File: src/rtl/scp_pkg.sv
`default_nettype none
package scp_pkg;
    // ***********************************************************
    // Frame layout on the serial link.
    // ***********************************************************
    localparam int unsigned FRAME_BITS   = 24;
    localparam int unsigned ADDR_BITS    = 8;
    localparam int unsigned DATA_BITS    = 16;
    localparam logic [7:0]  READOUT_ADDR = 8'h01;
    localparam int unsigned READOUT_BIT  = 0;
    localparam logic [7:0]  SWRST_ADDR   = 8'h00;
    localparam logic [15:0] SWRST_DATA   = 16'h0001;

    // ***********************************************************
    // Timing figures and their cycle counts at the system clock.
    // ***********************************************************
    localparam int unsigned CLK_PERIOD_NS   = 10;
    localparam int unsigned SCLK_MAX_MHZ    = 15;
    localparam int unsigned SCLK_MIN_NS     = (1000 + SCLK_MAX_MHZ - 1) / SCLK_MAX_MHZ;
    localparam int unsigned HALF_CYC        = (SCLK_MIN_NS / 2 + CLK_PERIOD_NS - 1) / CLK_PERIOD_NS;
    localparam int unsigned SETUP_NS        = 33;
    localparam int unsigned SETUP_CYC       = (SETUP_NS + CLK_PERIOD_NS - 1) / CLK_PERIOD_NS;
    localparam int unsigned RST_PULSE_NS    = 50;
    localparam int unsigned RST_PULSE_CYC   = (RST_PULSE_NS + CLK_PERIOD_NS - 1) / CLK_PERIOD_NS;
    localparam int unsigned RST_WAIT_NS     = 100;
    localparam int unsigned RST_WAIT_CYC    = (RST_WAIT_NS + CLK_PERIOD_NS - 1) / CLK_PERIOD_NS;

    // ***********************************************************
    // Controller registers on APB (byte addresses).
    // ***********************************************************
    localparam logic [7:0]  REG_CTRL   = 8'h00;
    localparam logic [7:0]  REG_FRAME  = 8'h04;
    localparam logic [7:0]  REG_STATUS = 8'h08;
    localparam logic [7:0]  REG_RDATA  = 8'h0c;
    localparam int unsigned CTRL_GO    = 0;
    localparam int unsigned CTRL_READ  = 1;
    localparam int unsigned CTRL_HWRST = 2;
    localparam int unsigned STAT_BUSY  = 0;
    localparam int unsigned STAT_DONE  = 1;
    localparam int unsigned STAT_RDM   = 2;

    // Device pins as one group.
    typedef struct packed {
        logic sel_n;
        logic sclk;
        logic serial_in_line;
        logic reset;
    } scp_pins_t;

    // One command, held until the next write of the frame or control register.
    typedef struct packed {
        logic        hwrst;
        logic        read;
        logic [23:0] frame;
    } scp_cmd_t;
endpackage : scp_pkg
`default_nettype wire

File: src/rtl/scp_apb.sv
`default_nettype none
// APB slave holding the controller's own registers.
module scp_apb (
    input  wire logic        clk_in,      // System clock.
    input  wire logic        rst_in,      // Asynchronous reset.
    input  wire logic        psel,        // APB select.
    input  wire logic        penable,     // APB enable.
    input  wire logic        pwrite,      // APB direction.
    input  wire logic [7:0]  paddr,       // APB byte address.
    input  wire logic [31:0] pwdata,      // APB write data.
    output logic [31:0]      prdata,      // APB read data.
    output logic             pready,      // APB ready.
    output logic             pslverr,     // APB error.
    input  wire logic        busy_in,     // Engine busy.
    input  wire logic        done_in,     // Engine finished a command.
    input  wire logic        rdm_in,      // Readback mode believed on.
    input  wire logic [15:0] rdata_in,    // Last readback word.
    output scp_pkg::scp_cmd_t cmd_out,    // Command to launch.
    output logic             go_out       // Launch pulse.
);
    logic done_q;
    logic acc;

    assign acc     = psel && penable;
    assign pready  = 1'b1;
    assign pslverr = acc && !(paddr == scp_pkg::REG_CTRL || paddr == scp_pkg::REG_FRAME
                     || paddr == scp_pkg::REG_STATUS || paddr == scp_pkg::REG_RDATA);

    // Frame register and launch strobe; a launch while busy is dropped.
    always_ff @(posedge clk_in or posedge rst_in) begin
        if (rst_in) begin
            cmd_out <= '0;
            go_out  <= 1'b0;
        end else begin
            go_out <= 1'b0;
            if (acc && pwrite && paddr == scp_pkg::REG_FRAME) begin
                cmd_out.frame <= pwdata[23:0];
            end
            if (acc && pwrite && paddr == scp_pkg::REG_CTRL && !busy_in) begin
                cmd_out.read  <= pwdata[scp_pkg::CTRL_READ];
                cmd_out.hwrst <= pwdata[scp_pkg::CTRL_HWRST];
                go_out        <= pwdata[scp_pkg::CTRL_GO];
            end
        end
    end

    // Sticky done flag; a new completion wins over the clear on read.
    always_ff @(posedge clk_in or posedge rst_in) begin
        if (rst_in) begin
            done_q <= 1'b0;
        end else if (done_in) begin
            done_q <= 1'b1;
        end else if (acc && !pwrite && paddr == scp_pkg::REG_STATUS) begin
            done_q <= 1'b0;
        end
    end

    // Read data multiplexer.
    always_comb begin
        prdata = 32'h0000_0000;
        if (acc && !pwrite) begin
            unique case (paddr)
                scp_pkg::REG_FRAME:  prdata = {8'h00, cmd_out.frame};
                scp_pkg::REG_STATUS: prdata = {29'h0, rdm_in, done_q, busy_in};
                scp_pkg::REG_RDATA:  prdata = {16'h0000, rdata_in};
                default:             prdata = 32'h0000_0000;
            endcase
        end
    end
endmodule : scp_apb
`default_nettype wire

File: src/rtl/scp_ctrl.sv
// The implementer's own choices: the APB register port and the address map.
`default_nettype none
module scp_ctrl (
    input  wire logic        clk_in,                 // System clock, 100 MHz.
    input  wire logic        rst_in,                 // Asynchronous reset, active high.
    input  wire logic        psel,                   // APB select.
    input  wire logic        penable,                // APB enable.
    input  wire logic        pwrite,                 // APB direction.
    input  wire logic [7:0]  paddr,                  // APB byte address.
    input  wire logic [31:0] pwdata,                 // APB write data.
    output logic [31:0]      prdata,                 // APB read data.
    output logic             pready,                 // APB ready.
    output logic             pslverr,                // APB error.
    output logic             sel_n_out,              // Device select, active low.
    output logic             sclk_out,               // Device shift clock.
    output logic             serial_in_line_out,     // Serial data to device.
    output logic             dev_reset_out,          // Device hardware reset, active high.
    input  wire logic        serial_readback_line_in // Readback bit from device.
);
    // ***********************************************************
    // States of the frame engine.
    // ***********************************************************
    typedef enum logic [5:0] {
        ST_IDLE  = 6'b000001,
        ST_RST   = 6'b000010,
        ST_RWAIT = 6'b000100,
        ST_SETUP = 6'b001000,
        ST_LOW   = 6'b010000,
        ST_HIGH  = 6'b100000
    } scp_state_t;

    scp_state_t         state_q;
    scp_pkg::scp_cmd_t  cmd;
    scp_pkg::scp_pins_t pins_q;
    logic               go;
    logic               done_q;
    logic               rdm_q;
    logic [23:0]        shift_q;
    logic [4:0]         bit_q;
    logic [7:0]         tmr_q;
    logic [15:0]        rdata_q;
    logic               rb_sync;
    logic [3:0]         gap_q;

    // Cycle count per phase; the reset wait must fit the timer and a half period must be at least one cycle.
    if (scp_pkg::HALF_CYC < 1 || scp_pkg::RST_WAIT_CYC > 255) begin : g_bad_timing
        $error("scp_ctrl: timing constants out of range");
    end

    // Timer load function used by every phase.
    function automatic logic [7:0] cyc(input int unsigned n);
        cyc = 8'((n > 0) ? n - 1 : 0);
    endfunction : cyc

    scp_apb u_apb (
        .clk_in   (clk_in),
        .rst_in   (rst_in),
        .psel     (psel),
        .penable  (penable),
        .pwrite   (pwrite),
        .paddr    (paddr),
        .pwdata   (pwdata),
        .prdata   (prdata),
        .pready   (pready),
        .pslverr  (pslverr),
        .busy_in  (state_q != ST_IDLE),
        .done_in  (done_q),
        .rdm_in   (rdm_q),
        .rdata_in (rdata_q),
        .cmd_out  (cmd),
        .go_out   (go)
    );

    scp_sync u_rb_sync (
        .clk_in (clk_in),
        .rst_in (rst_in),
        .d_in   (serial_readback_line_in),
        .q_out  (rb_sync)
    );

    assign sel_n_out          = pins_q.sel_n;
    assign sclk_out           = pins_q.sclk;
    assign serial_in_line_out = pins_q.serial_in_line;
    assign dev_reset_out      = pins_q.reset;

    // ***********************************************************
    // Frame engine: reset pulse, select, 24 clocked bits, release.
    // ***********************************************************
    always_ff @(posedge clk_in or posedge rst_in) begin
        if (rst_in) begin
            state_q <= ST_IDLE;
            pins_q  <= '{sel_n: 1'b1, sclk: 1'b0, serial_in_line: 1'b0, reset: 1'b0};
            shift_q <= 24'h00_0000;
            bit_q   <= 5'h00;
            tmr_q   <= 8'h00;
            done_q  <= 1'b0;
        end else begin
            done_q <= 1'b0;
            if (tmr_q != 8'h00) begin
                tmr_q <= tmr_q - 8'h01;
            end else begin
                unique case (state_q)
                    ST_IDLE: begin
                        if (go && cmd.hwrst) begin
                            pins_q.reset <= 1'b1;
                            tmr_q        <= cyc(scp_pkg::RST_PULSE_CYC);
                            state_q      <= ST_RST;
                        end else if (go) begin
                            shift_q      <= cmd.frame;
                            bit_q        <= 5'h00;
                            pins_q.sel_n <= 1'b0;
                            tmr_q        <= cyc(scp_pkg::SETUP_CYC);
                            state_q      <= ST_SETUP;
                        end
                    end
                    ST_RST: begin
                        pins_q.reset <= 1'b0;
                        tmr_q        <= cyc(scp_pkg::RST_WAIT_CYC);
                        state_q      <= ST_RWAIT;
                    end
                    ST_RWAIT: begin
                        done_q  <= 1'b1;
                        state_q <= ST_IDLE;
                    end
                    ST_SETUP: begin
                        // Present the next bit while the clock is low.
                        pins_q.serial_in_line <= shift_q[23];
                        tmr_q        <= cyc(scp_pkg::HALF_CYC);
                        state_q      <= ST_LOW;
                    end
                    ST_LOW: begin
                        pins_q.sclk <= 1'b1;
                        shift_q     <= {shift_q[22:0], 1'b0};
                        bit_q       <= bit_q + 5'h01;
                        tmr_q       <= cyc(scp_pkg::HALF_CYC);
                        state_q     <= ST_HIGH;
                    end
                    ST_HIGH: begin
                        pins_q.sclk <= 1'b0;
                        if (bit_q == 5'(scp_pkg::FRAME_BITS)) begin
                            // Whole frame sent, never a partial one.
                            pins_q.sel_n <= 1'b1;
                            tmr_q        <= cyc(scp_pkg::SETUP_CYC);
                            done_q       <= 1'b1;
                            state_q      <= ST_IDLE;
                        end else begin
                            pins_q.serial_in_line <= shift_q[23];
                            tmr_q        <= cyc(scp_pkg::HALF_CYC);
                            state_q      <= ST_LOW;
                        end
                    end
                    default: state_q <= ST_IDLE;
                endcase
            end
        end
    end

    // Readback capture on the controller's rising shift clock, data bits only.
    always_ff @(posedge clk_in or posedge rst_in) begin
        if (rst_in) begin
            rdata_q <= 16'h0000;
        end else if (state_q == ST_LOW && tmr_q == 8'h00 && cmd.read
                     && bit_q >= 5'(scp_pkg::ADDR_BITS)) begin
            rdata_q <= {rdata_q[14:0], rb_sync};
        end
    end

    // Tracks readback mode from frames written to address 1.
    always_ff @(posedge clk_in or posedge rst_in) begin
        if (rst_in) begin
            rdm_q <= 1'b0;
        end else if (state_q == ST_RWAIT) begin
            rdm_q <= 1'b0;
        end else if (go && !cmd.hwrst && cmd.frame[23:16] == scp_pkg::READOUT_ADDR) begin
            rdm_q <= cmd.frame[scp_pkg::READOUT_BIT];
        end else if (go && !cmd.hwrst && !rdm_q && cmd.frame[23:16] == scp_pkg::SWRST_ADDR
                     && cmd.frame[15:0] == scp_pkg::SWRST_DATA) begin
            rdm_q <= 1'b0;
        end
    end

    // Counts cycles since the device reset pin went low, saturating at its top.
    always_ff @(posedge clk_in or posedge rst_in) begin
        if (rst_in) begin
            gap_q <= 4'hf;
        end else if (pins_q.reset) begin
            gap_q <= 4'h0;
        end else if (gap_q != 4'hf) begin
            gap_q <= gap_q + 4'h1;
        end
    end

    // ***********************************************************
    // Assertions.
    // ***********************************************************
    a_sclk_idle_low: assert property (@(posedge clk_in) disable iff (rst_in)
        pins_q.sel_n |-> !pins_q.sclk) else $error("sclk high while deselected");
    a_frame_len: assert property (@(posedge clk_in) disable iff (rst_in)
        $rose(pins_q.sel_n) |-> bit_q == 5'd24) else $error("frame not 24 bits");
    a_rst_width: assert property (@(posedge clk_in) disable iff (rst_in)
        $rose(pins_q.reset) |-> pins_q.reset [*5]) else $error("reset pulse short");
    a_rst_gap: assert property (@(posedge clk_in) disable iff (rst_in)
        !pins_q.sel_n |-> gap_q >= 4'ha) else $error("select too soon");
    a_sclk_high: assert property (@(posedge clk_in) disable iff (rst_in)
        $rose(pins_q.sclk) |-> pins_q.sclk [*4]) else $error("sclk high too short");
    a_data_stable: assert property (@(posedge clk_in) disable iff (rst_in)
        pins_q.sclk |-> $stable(pins_q.serial_in_line)) else $error("data moved at high sclk");
    a_no_reset_sel: assert property (@(posedge clk_in) disable iff (rst_in)
        pins_q.reset |-> pins_q.sel_n) else $error("select during reset");
    a_done_pulse: assert property (@(posedge clk_in) disable iff (rst_in)
        $rose(pins_q.sel_n) |-> ##1 !done_q) else $error("done not single");
endmodule : scp_ctrl
`default_nettype wire

File: src/rtl/scp_sync.sv
`default_nettype none
// Two-flop synchroniser for a pin that comes from outside the clock domain.
module scp_sync (
    input  wire logic clk_in,  // System clock.
    input  wire logic rst_in,  // Asynchronous reset.
    input  wire logic d_in,    // Asynchronous level.
    output logic      q_out    // Synchronised level.
);
    logic meta_q;

    // First flop feeds only the second.
    always_ff @(posedge clk_in or posedge rst_in) begin
        if (rst_in) begin
            meta_q <= 1'b0;
            q_out  <= 1'b0;
        end else begin
            meta_q <= d_in;
            q_out  <= meta_q;
        end
    end
endmodule : scp_sync
`default_nettype wire

File: config.mk
export PLATFORM = sky130hd
export DESIGN_NAME = scp_ctrl
export DESIGN_NICKNAME = d
export VERILOG_FILES = /design/src/rtl/scp_pkg.sv /design/src/rtl/scp_apb.sv /design/src/rtl/scp_ctrl.sv /design/src/rtl/scp_sync.sv
export SDC_FILE = /design/constraint.sdc
export NUM_CORES = 1
export LEC_CHECK = 0
export ABC_AREA = 1
export BUFFER_PORTS_ARGS = -buffer_cell sky130_fd_sc_hd__buf_2
export CAP_MARGIN = 25
export CORE_UTILIZATION = 59
export CTS_CLUSTER_DIAMETER = 80
export CTS_CLUSTER_SIZE = 16
export DETAILED_ROUTE_END_ITERATION = 8
export GPL_ROUTABILITY_DRIVEN = 0
export PLACE_DENSITY = 0.8
export SKIP_CTS_REPAIR_TIMING = 1
export SYNTH_ARGS = -nofsm -noshare
export SYNTH_HDL_FRONTEND = slang
export SYNTH_HIERARCHICAL = 1
export SYNTH_SLANG_ARGS = --single-unit
File: constraint.sdc
create_clock -name clk_in -period 4.56 [get_ports clk_in]
set_clock_uncertainty 0.1 [all_clocks]
set_input_delay 0.684 -clock clk_in [delete_from_list [all_inputs] [get_ports clk_in]]
set_output_delay 0.684 -clock clk_in [all_outputs]
set_load 0.01 [all_outputs]
# Word level (Yosys, flattened, before mapping)
# Cells that the tools add are included.
# Widths: inputs -> output; s select.
dict set report word_totals {
  reg_bits 95
  in_bits 46
  out_inout_bits 38
  wordCells 121
}
dict set report classes {
  add_sub_neg 2
  n_lt_le_gt_ge 1
  n_eq_ne 20
  n_mux 34
  bitwise 1
  reduce_logical 45
}
# cell n
set ops {}
lappend ops {{$pmux 24 s3} 1}
lappend ops {{$mux 24} 2}
lappend ops {{$pmux 24 s2} 1}
lappend ops {{$mux 32} 1}
lappend ops {{$pmux 6 s5} 1}
lappend ops {{$logic_not 8->1} 3}
lappend ops {{$mux 8} 3}
lappend ops {{$pmux 8 s3} 1}
lappend ops {{$logic_and 1x1->1} 17}
lappend ops {{$eq 16x1->1 const B} 1}
lappend ops {{$eq 8x4->1 const B} 2}
lappend ops {{$mux 5} 3}
lappend ops {{$mux 1} 13}
lappend ops {{$mux 6} 2}
lappend ops {{$reduce_bool 2->1} 6}
lappend ops {{$pmux 1 s2} 5}
lappend ops {{$pmux 5 s2} 1}
lappend ops {{$eq 8x1->1 const B} 1}
lappend ops {{$eq 8x3->1 const B} 1}
lappend ops {{$ne 2x2->1 const B} 4}
lappend ops {{$reduce_bool 8->1} 1}
lappend ops {{$sub 8x1->8 const B} 1}
lappend ops {{$eq 6x1->1 const B} 1}
lappend ops {{$eq 6x2->1 const B} 1}
lappend ops {{21 further kinds} 30}

# Longest topological paths before layout
dict set report logic_depth {
  word_depth 8
  mapped_depth 12
  mapped_depth_nobuf 10
}

# Hierarchy
# Netlist, hierarchy kept.
# module instances cells_per_inst area_per_inst_um2 seq_area_each_um2
set modules_own_cells {}
lappend modules_own_cells {scp_ctrl 1 360 3195.6 1629.1}
lappend modules_own_cells {scp_apb 1 241 1715.4 700.7}
lappend modules_own_cells {scp_sync 1 3 53.8 50.0}

# Worst setup path before layout
# Ideal clock, no wire load.
dict set report synth_timing {
  path_kind {input port to output port}
  start {in paddr[4]}
  end {out prdata[0]}
  arrival_ns 1.557
  required_time_ns 3.776
  slack_ns 2.219
  path_stages 5
  path_buffers 0
  path_cell_list {inv_1 > nand2_1 > nor2_4 > o2111ai_1 > nor2_1}
}
dict set report synth_via {
  elab_chain_len 3
  word_cells_on_any_way 5
  cone_classes {eq/ne (3); mux (2)}
}
# item line_no
set synth_lines {}
lappend synth_lines {{from (decl)} scp_ctrl.sv:9} ;# input wire logic [7:0] paddr,
lappend synth_lines {{$eq 8x4->1 or $eq 8x3->1 (tied branches)} scp_apb.sv:62} ;# unique case (paddr)
lappend synth_lines {{$pmux 24 s3 *} scp_apb.sv:62}
lappend synth_lines {{$mux 32 *} scp_apb.sv:61} ;# if (acc && !pwrite) begin
lappend synth_lines {{to (decl)} scp_ctrl.sv:11} ;# output logic [31:0] prdata,
# Every way passes the cells marked *; elsewhere a longest branch is shown, timed or not.

# Worst setup path in the final report
dict set report layout_timing {
  start {in paddr[4]}
  end {out prdata[3]}
}
# Same word-level chain as after synthesis.

==> metrics.csv <==
stage;metric;value;unit
sta;final_slew_viol_count;0;
global_routing;largest_net_degree_at_the_start_of_global_routing;49;
floorplan;initial_core_util;0.607;
synth;ys_dominant_reg_cell;dfrtp_1;
critical_path;critical_path_buffers_and_inverters;3;
detailed_routing;drt_drc_violations_left;0;
floorplan;design.die.area;0.00879;mm^2
detailed_routing;wirelength;10900;um
sta;max-slew-margin-rel;0.430;
synth;mappedNetlistArea;0.00496;mm^2
sta;finalWorstPathRequiredPeriod;3.20;ns
critical_path;critical_path.max_stage_delay;0.55;ns
clock_network;cts-root-to-sink-buffers;2;
detailed_routing;antenna_violating_nets_post_route;0;
critical_path;setup.worst_path.end_class;primary output;
clock_network;clkLatencyLatePin;0.35;ns
worst_hold_path;worstHoldPathType;in -> async;
critical_path;arrival;2.42;ns
sta;finalHoldViolations;0;
global_routing;total_global_routing_track_utilization;0.270;
global_routing;global_route_wire_length_before_repair;18500;um
critical_path;start_kind;input port;
sta;achievable-frequency;312;MHz
sta;worst_hold_slack_after_final_layout;0.0831;ns
clock_network;clk_pin_slew;0.09;ns
finish;finish.net_count;711;
critical_path;worst-setup-path-type;in -> out;
finish;layout-area-overhead-vs-synth;12.1;%
clock_network;clock_tree.root_cell;clkbuf_8;
detailed_routing;starting_drt_drc_count;296;
clock_network;clock_tree_from_tritoncts;built;
sta;layout_setup_ws;1.36;ns
critical_path;worstPathRequired;3.78;ns
critical_path;worst_path_dominant_cell_family;simple AND/OR/NAND/NOR gates;
placed_design;detailedPlace.worstSlack;1.40;ns
clock_network;cts_buffers;9;
synth;netlist_instances;604;
synth;synth-edff-count;0;
floorplan;die_height;93.7;um
detailed_routing;first_pass_detailed_route_iteration_total;5;
placed_design;hpwl;7690;um
floorplan;top_level_ports;84;
global_routing;globalRouteOverflowTotal;0;
synth;synth_area_per_cell;8.22;um^2
critical_path;cpMostUsedCell;buf_2;
synth;total_of_flip_flops_plus_latches_after_synthesis;95;
detailed_routing;wire_per_inst;14.1;um
critical_path;crit_chain;buf_2 -> inv_1 -> nand2_1 -> nor2_4 -> o2111ai_1 -> nor2_1 -> buf_2;
floorplan;area_of_the_placeable_core;0.00818;mm^2
critical_path;worstPathMaxFanout;24;
status;status;complete, no violations;
floorplan;die_x;93.7;um
pwr;p_leak;2.99;nW
sta;tightest_slew;0.854;ns
sta;final_report_setup_violation_count;0;
sta;grt_setup_unrepaired;no;
synth;yosys_warnings;6;
detailed_routing;post_drt_via_cell_ratio;5.36;
clock_network;htreeDepth;3;
sta;period_utilisation_layout;0.702;
finish;final_antenna_diode_count;0;
global_routing;grt_antenna_before_repair;0;
global_routing;number_of_global_route_vias_before_repair;3942;
synth;yosysSeqAreaShare;0.479;
finish;fraction_of_final_layout_cells_with_drive_strength_greater_than_1;0.174;
pwr;power.density_cell_area;388;mW/mm^2
pwr;vdd.ir_drop.worst;0.209;mV
sta;totalNegativeSetupSlack;0;ns
critical_path;cpMaxStageDelayCell;o2111ai_1;
synth;yosys.cell_types.count;36;
detailed_routing;dr_total_vias;4134;
job;cap_violations;0;
placed_design;port_buffers;66;
synth;async_flop_share;1.00;
floorplan;placementRows;33;
clock_network;clock-sinks;95;
[final timing paths]
| check | end | startpoint | slack, ns | cells past startpoint |
|---|---|---|---|---|
| min | u_rb_sync/meta_q | rst_in | 0.08 | 2 |
| max reg2reg | shift_q[1] | tmr_q[0] | 2.26 | 9 |
| min in group clk_in | u_rb_sync/q_out | u_rb_sync/meta_q | 0.26 | 0 |
| max | prdata[3] | paddr[4] | 1.36 | 7 |
| max in group asynchronous | sel_n_out | rst_in | 3.02 | 3 |
| min reg2reg | u_rb_sync/q_out | u_rb_sync/meta_q | 0.26 | 0 |
[placed cells by master (no fill, tap or decap), types with 2 or more instances in the layout]
master and n:
clkinvlp_4 2, xor2_1 3, dfstp_2 2, nand2_1 130, nand4_1 4, nand2_4 2
mux2i_1 22, buf_4 2, xnor2_1 2, nor3_1 10, nand3_1 44, o21ai_1 24
nor2_1 42, a21oi_1 11, nor2_4 7, o21ai_0 65, ha_1 4, inv_2 7
nor2_2 4, a31oi_1 2, nor2_8 2, inv_1 79, clkbuf_8 9, dfrtp_1 93
bufinv_16 4, buf_2 66, a21boi_0 2, conb_1 9
[Yosys cell counts, types with 3 or more instances]
cell      count  area [um^2]
nor2_1       42          158
nor3_1       10         50.1
inv_1        80          300
buf_4        13         97.6
nand4_1       4         25.0
buf_6         6         67.6
nor2_2        4         25.0
nand3_1      44          220
o21ai_1      24          120
xor2_1        3         26.3
clkbuf_1      6         22.5
dfrtp_1      93         2330
mux2i_1      22          220
a21oi_1      11         55.1
ha_1          4         50.1
nand2_1     130          488
o21ai_0      65          325
buf_2         6         30.0
inv_2         6         22.5
nor2_4        7         78.8
[power breakdown]
| part | leakage (nW) | internal [W] | switching (W) |
|---|---|---|---|
| Clock | 0.126 | 0.000422 | 0.000307 |
| Combinational | 1.66 | 0.000153 | 0.000258 |
| Sequential | 1.20 | 0.000948 | 0.0000753 |
[final cells by class]
class                   instances  area, um^2
inverters                      86         323
multi-input cells             399        2080
clock buffers                   9         124
repair buffers                 70         388
fillers                       668        2610
clock inverters                 7         144
flip-flops and latches         95        2380
well taps                     105         131
[flip-flops by register name, summed over array words and instances, names as in the netlist, 5 cells and up]
register and cells:
state_q 6, shift_q 24, rdata_q 16, bit_q 5, tmr_q 8, u_apb/cmd_out 26
[cell families (layout without fill, tap and decap cells)]
logic type      count (synthesis)  after routing  share of synthesized area
fa+ha+maj                       4              4                     0.0101
other cells                     2              9                    0.00151
mux                            22             22                     0.0444
xor+xnor                        5              5                    0.00882
simple gates                  251            251                      0.234
buf+inv                       117            172                      0.109
flops                          95             95                      0.479
compound gates                108            108                      0.113
[layer usage]
metal / routed length (um) / GRT usage / part of all wire
met1: 4720 / 0.355 / 0.43
met2: 5570 / 0.457 / 0.51
met3: 373 / 0.0364 / 0.034
met4: 233 / 0.0949 / 0.021
met5: 0 / 0 / 0
[through the flow]
| stage | utilization | std cells | total power (W) | instance area (um^2) |
|---|---|---|---|---|
| after detailed placement | 0.646 | 754 | 0.00145 | 5280 |
| after CTS | 0.679 | 770 | 0.00217 | 5550 |
| after global placement | 0.643 | 753 | 0.00143 | 5260 |
| after floorplan | - | 611 | 0.00135 | 4990 |
| final | 0.681 | 771 | 0.00216 | 5570 |
| after global routing | 0.681 | 771 | 0.00228 | 5570 |
No activity file was read; power rests on OpenSTA's default activity.
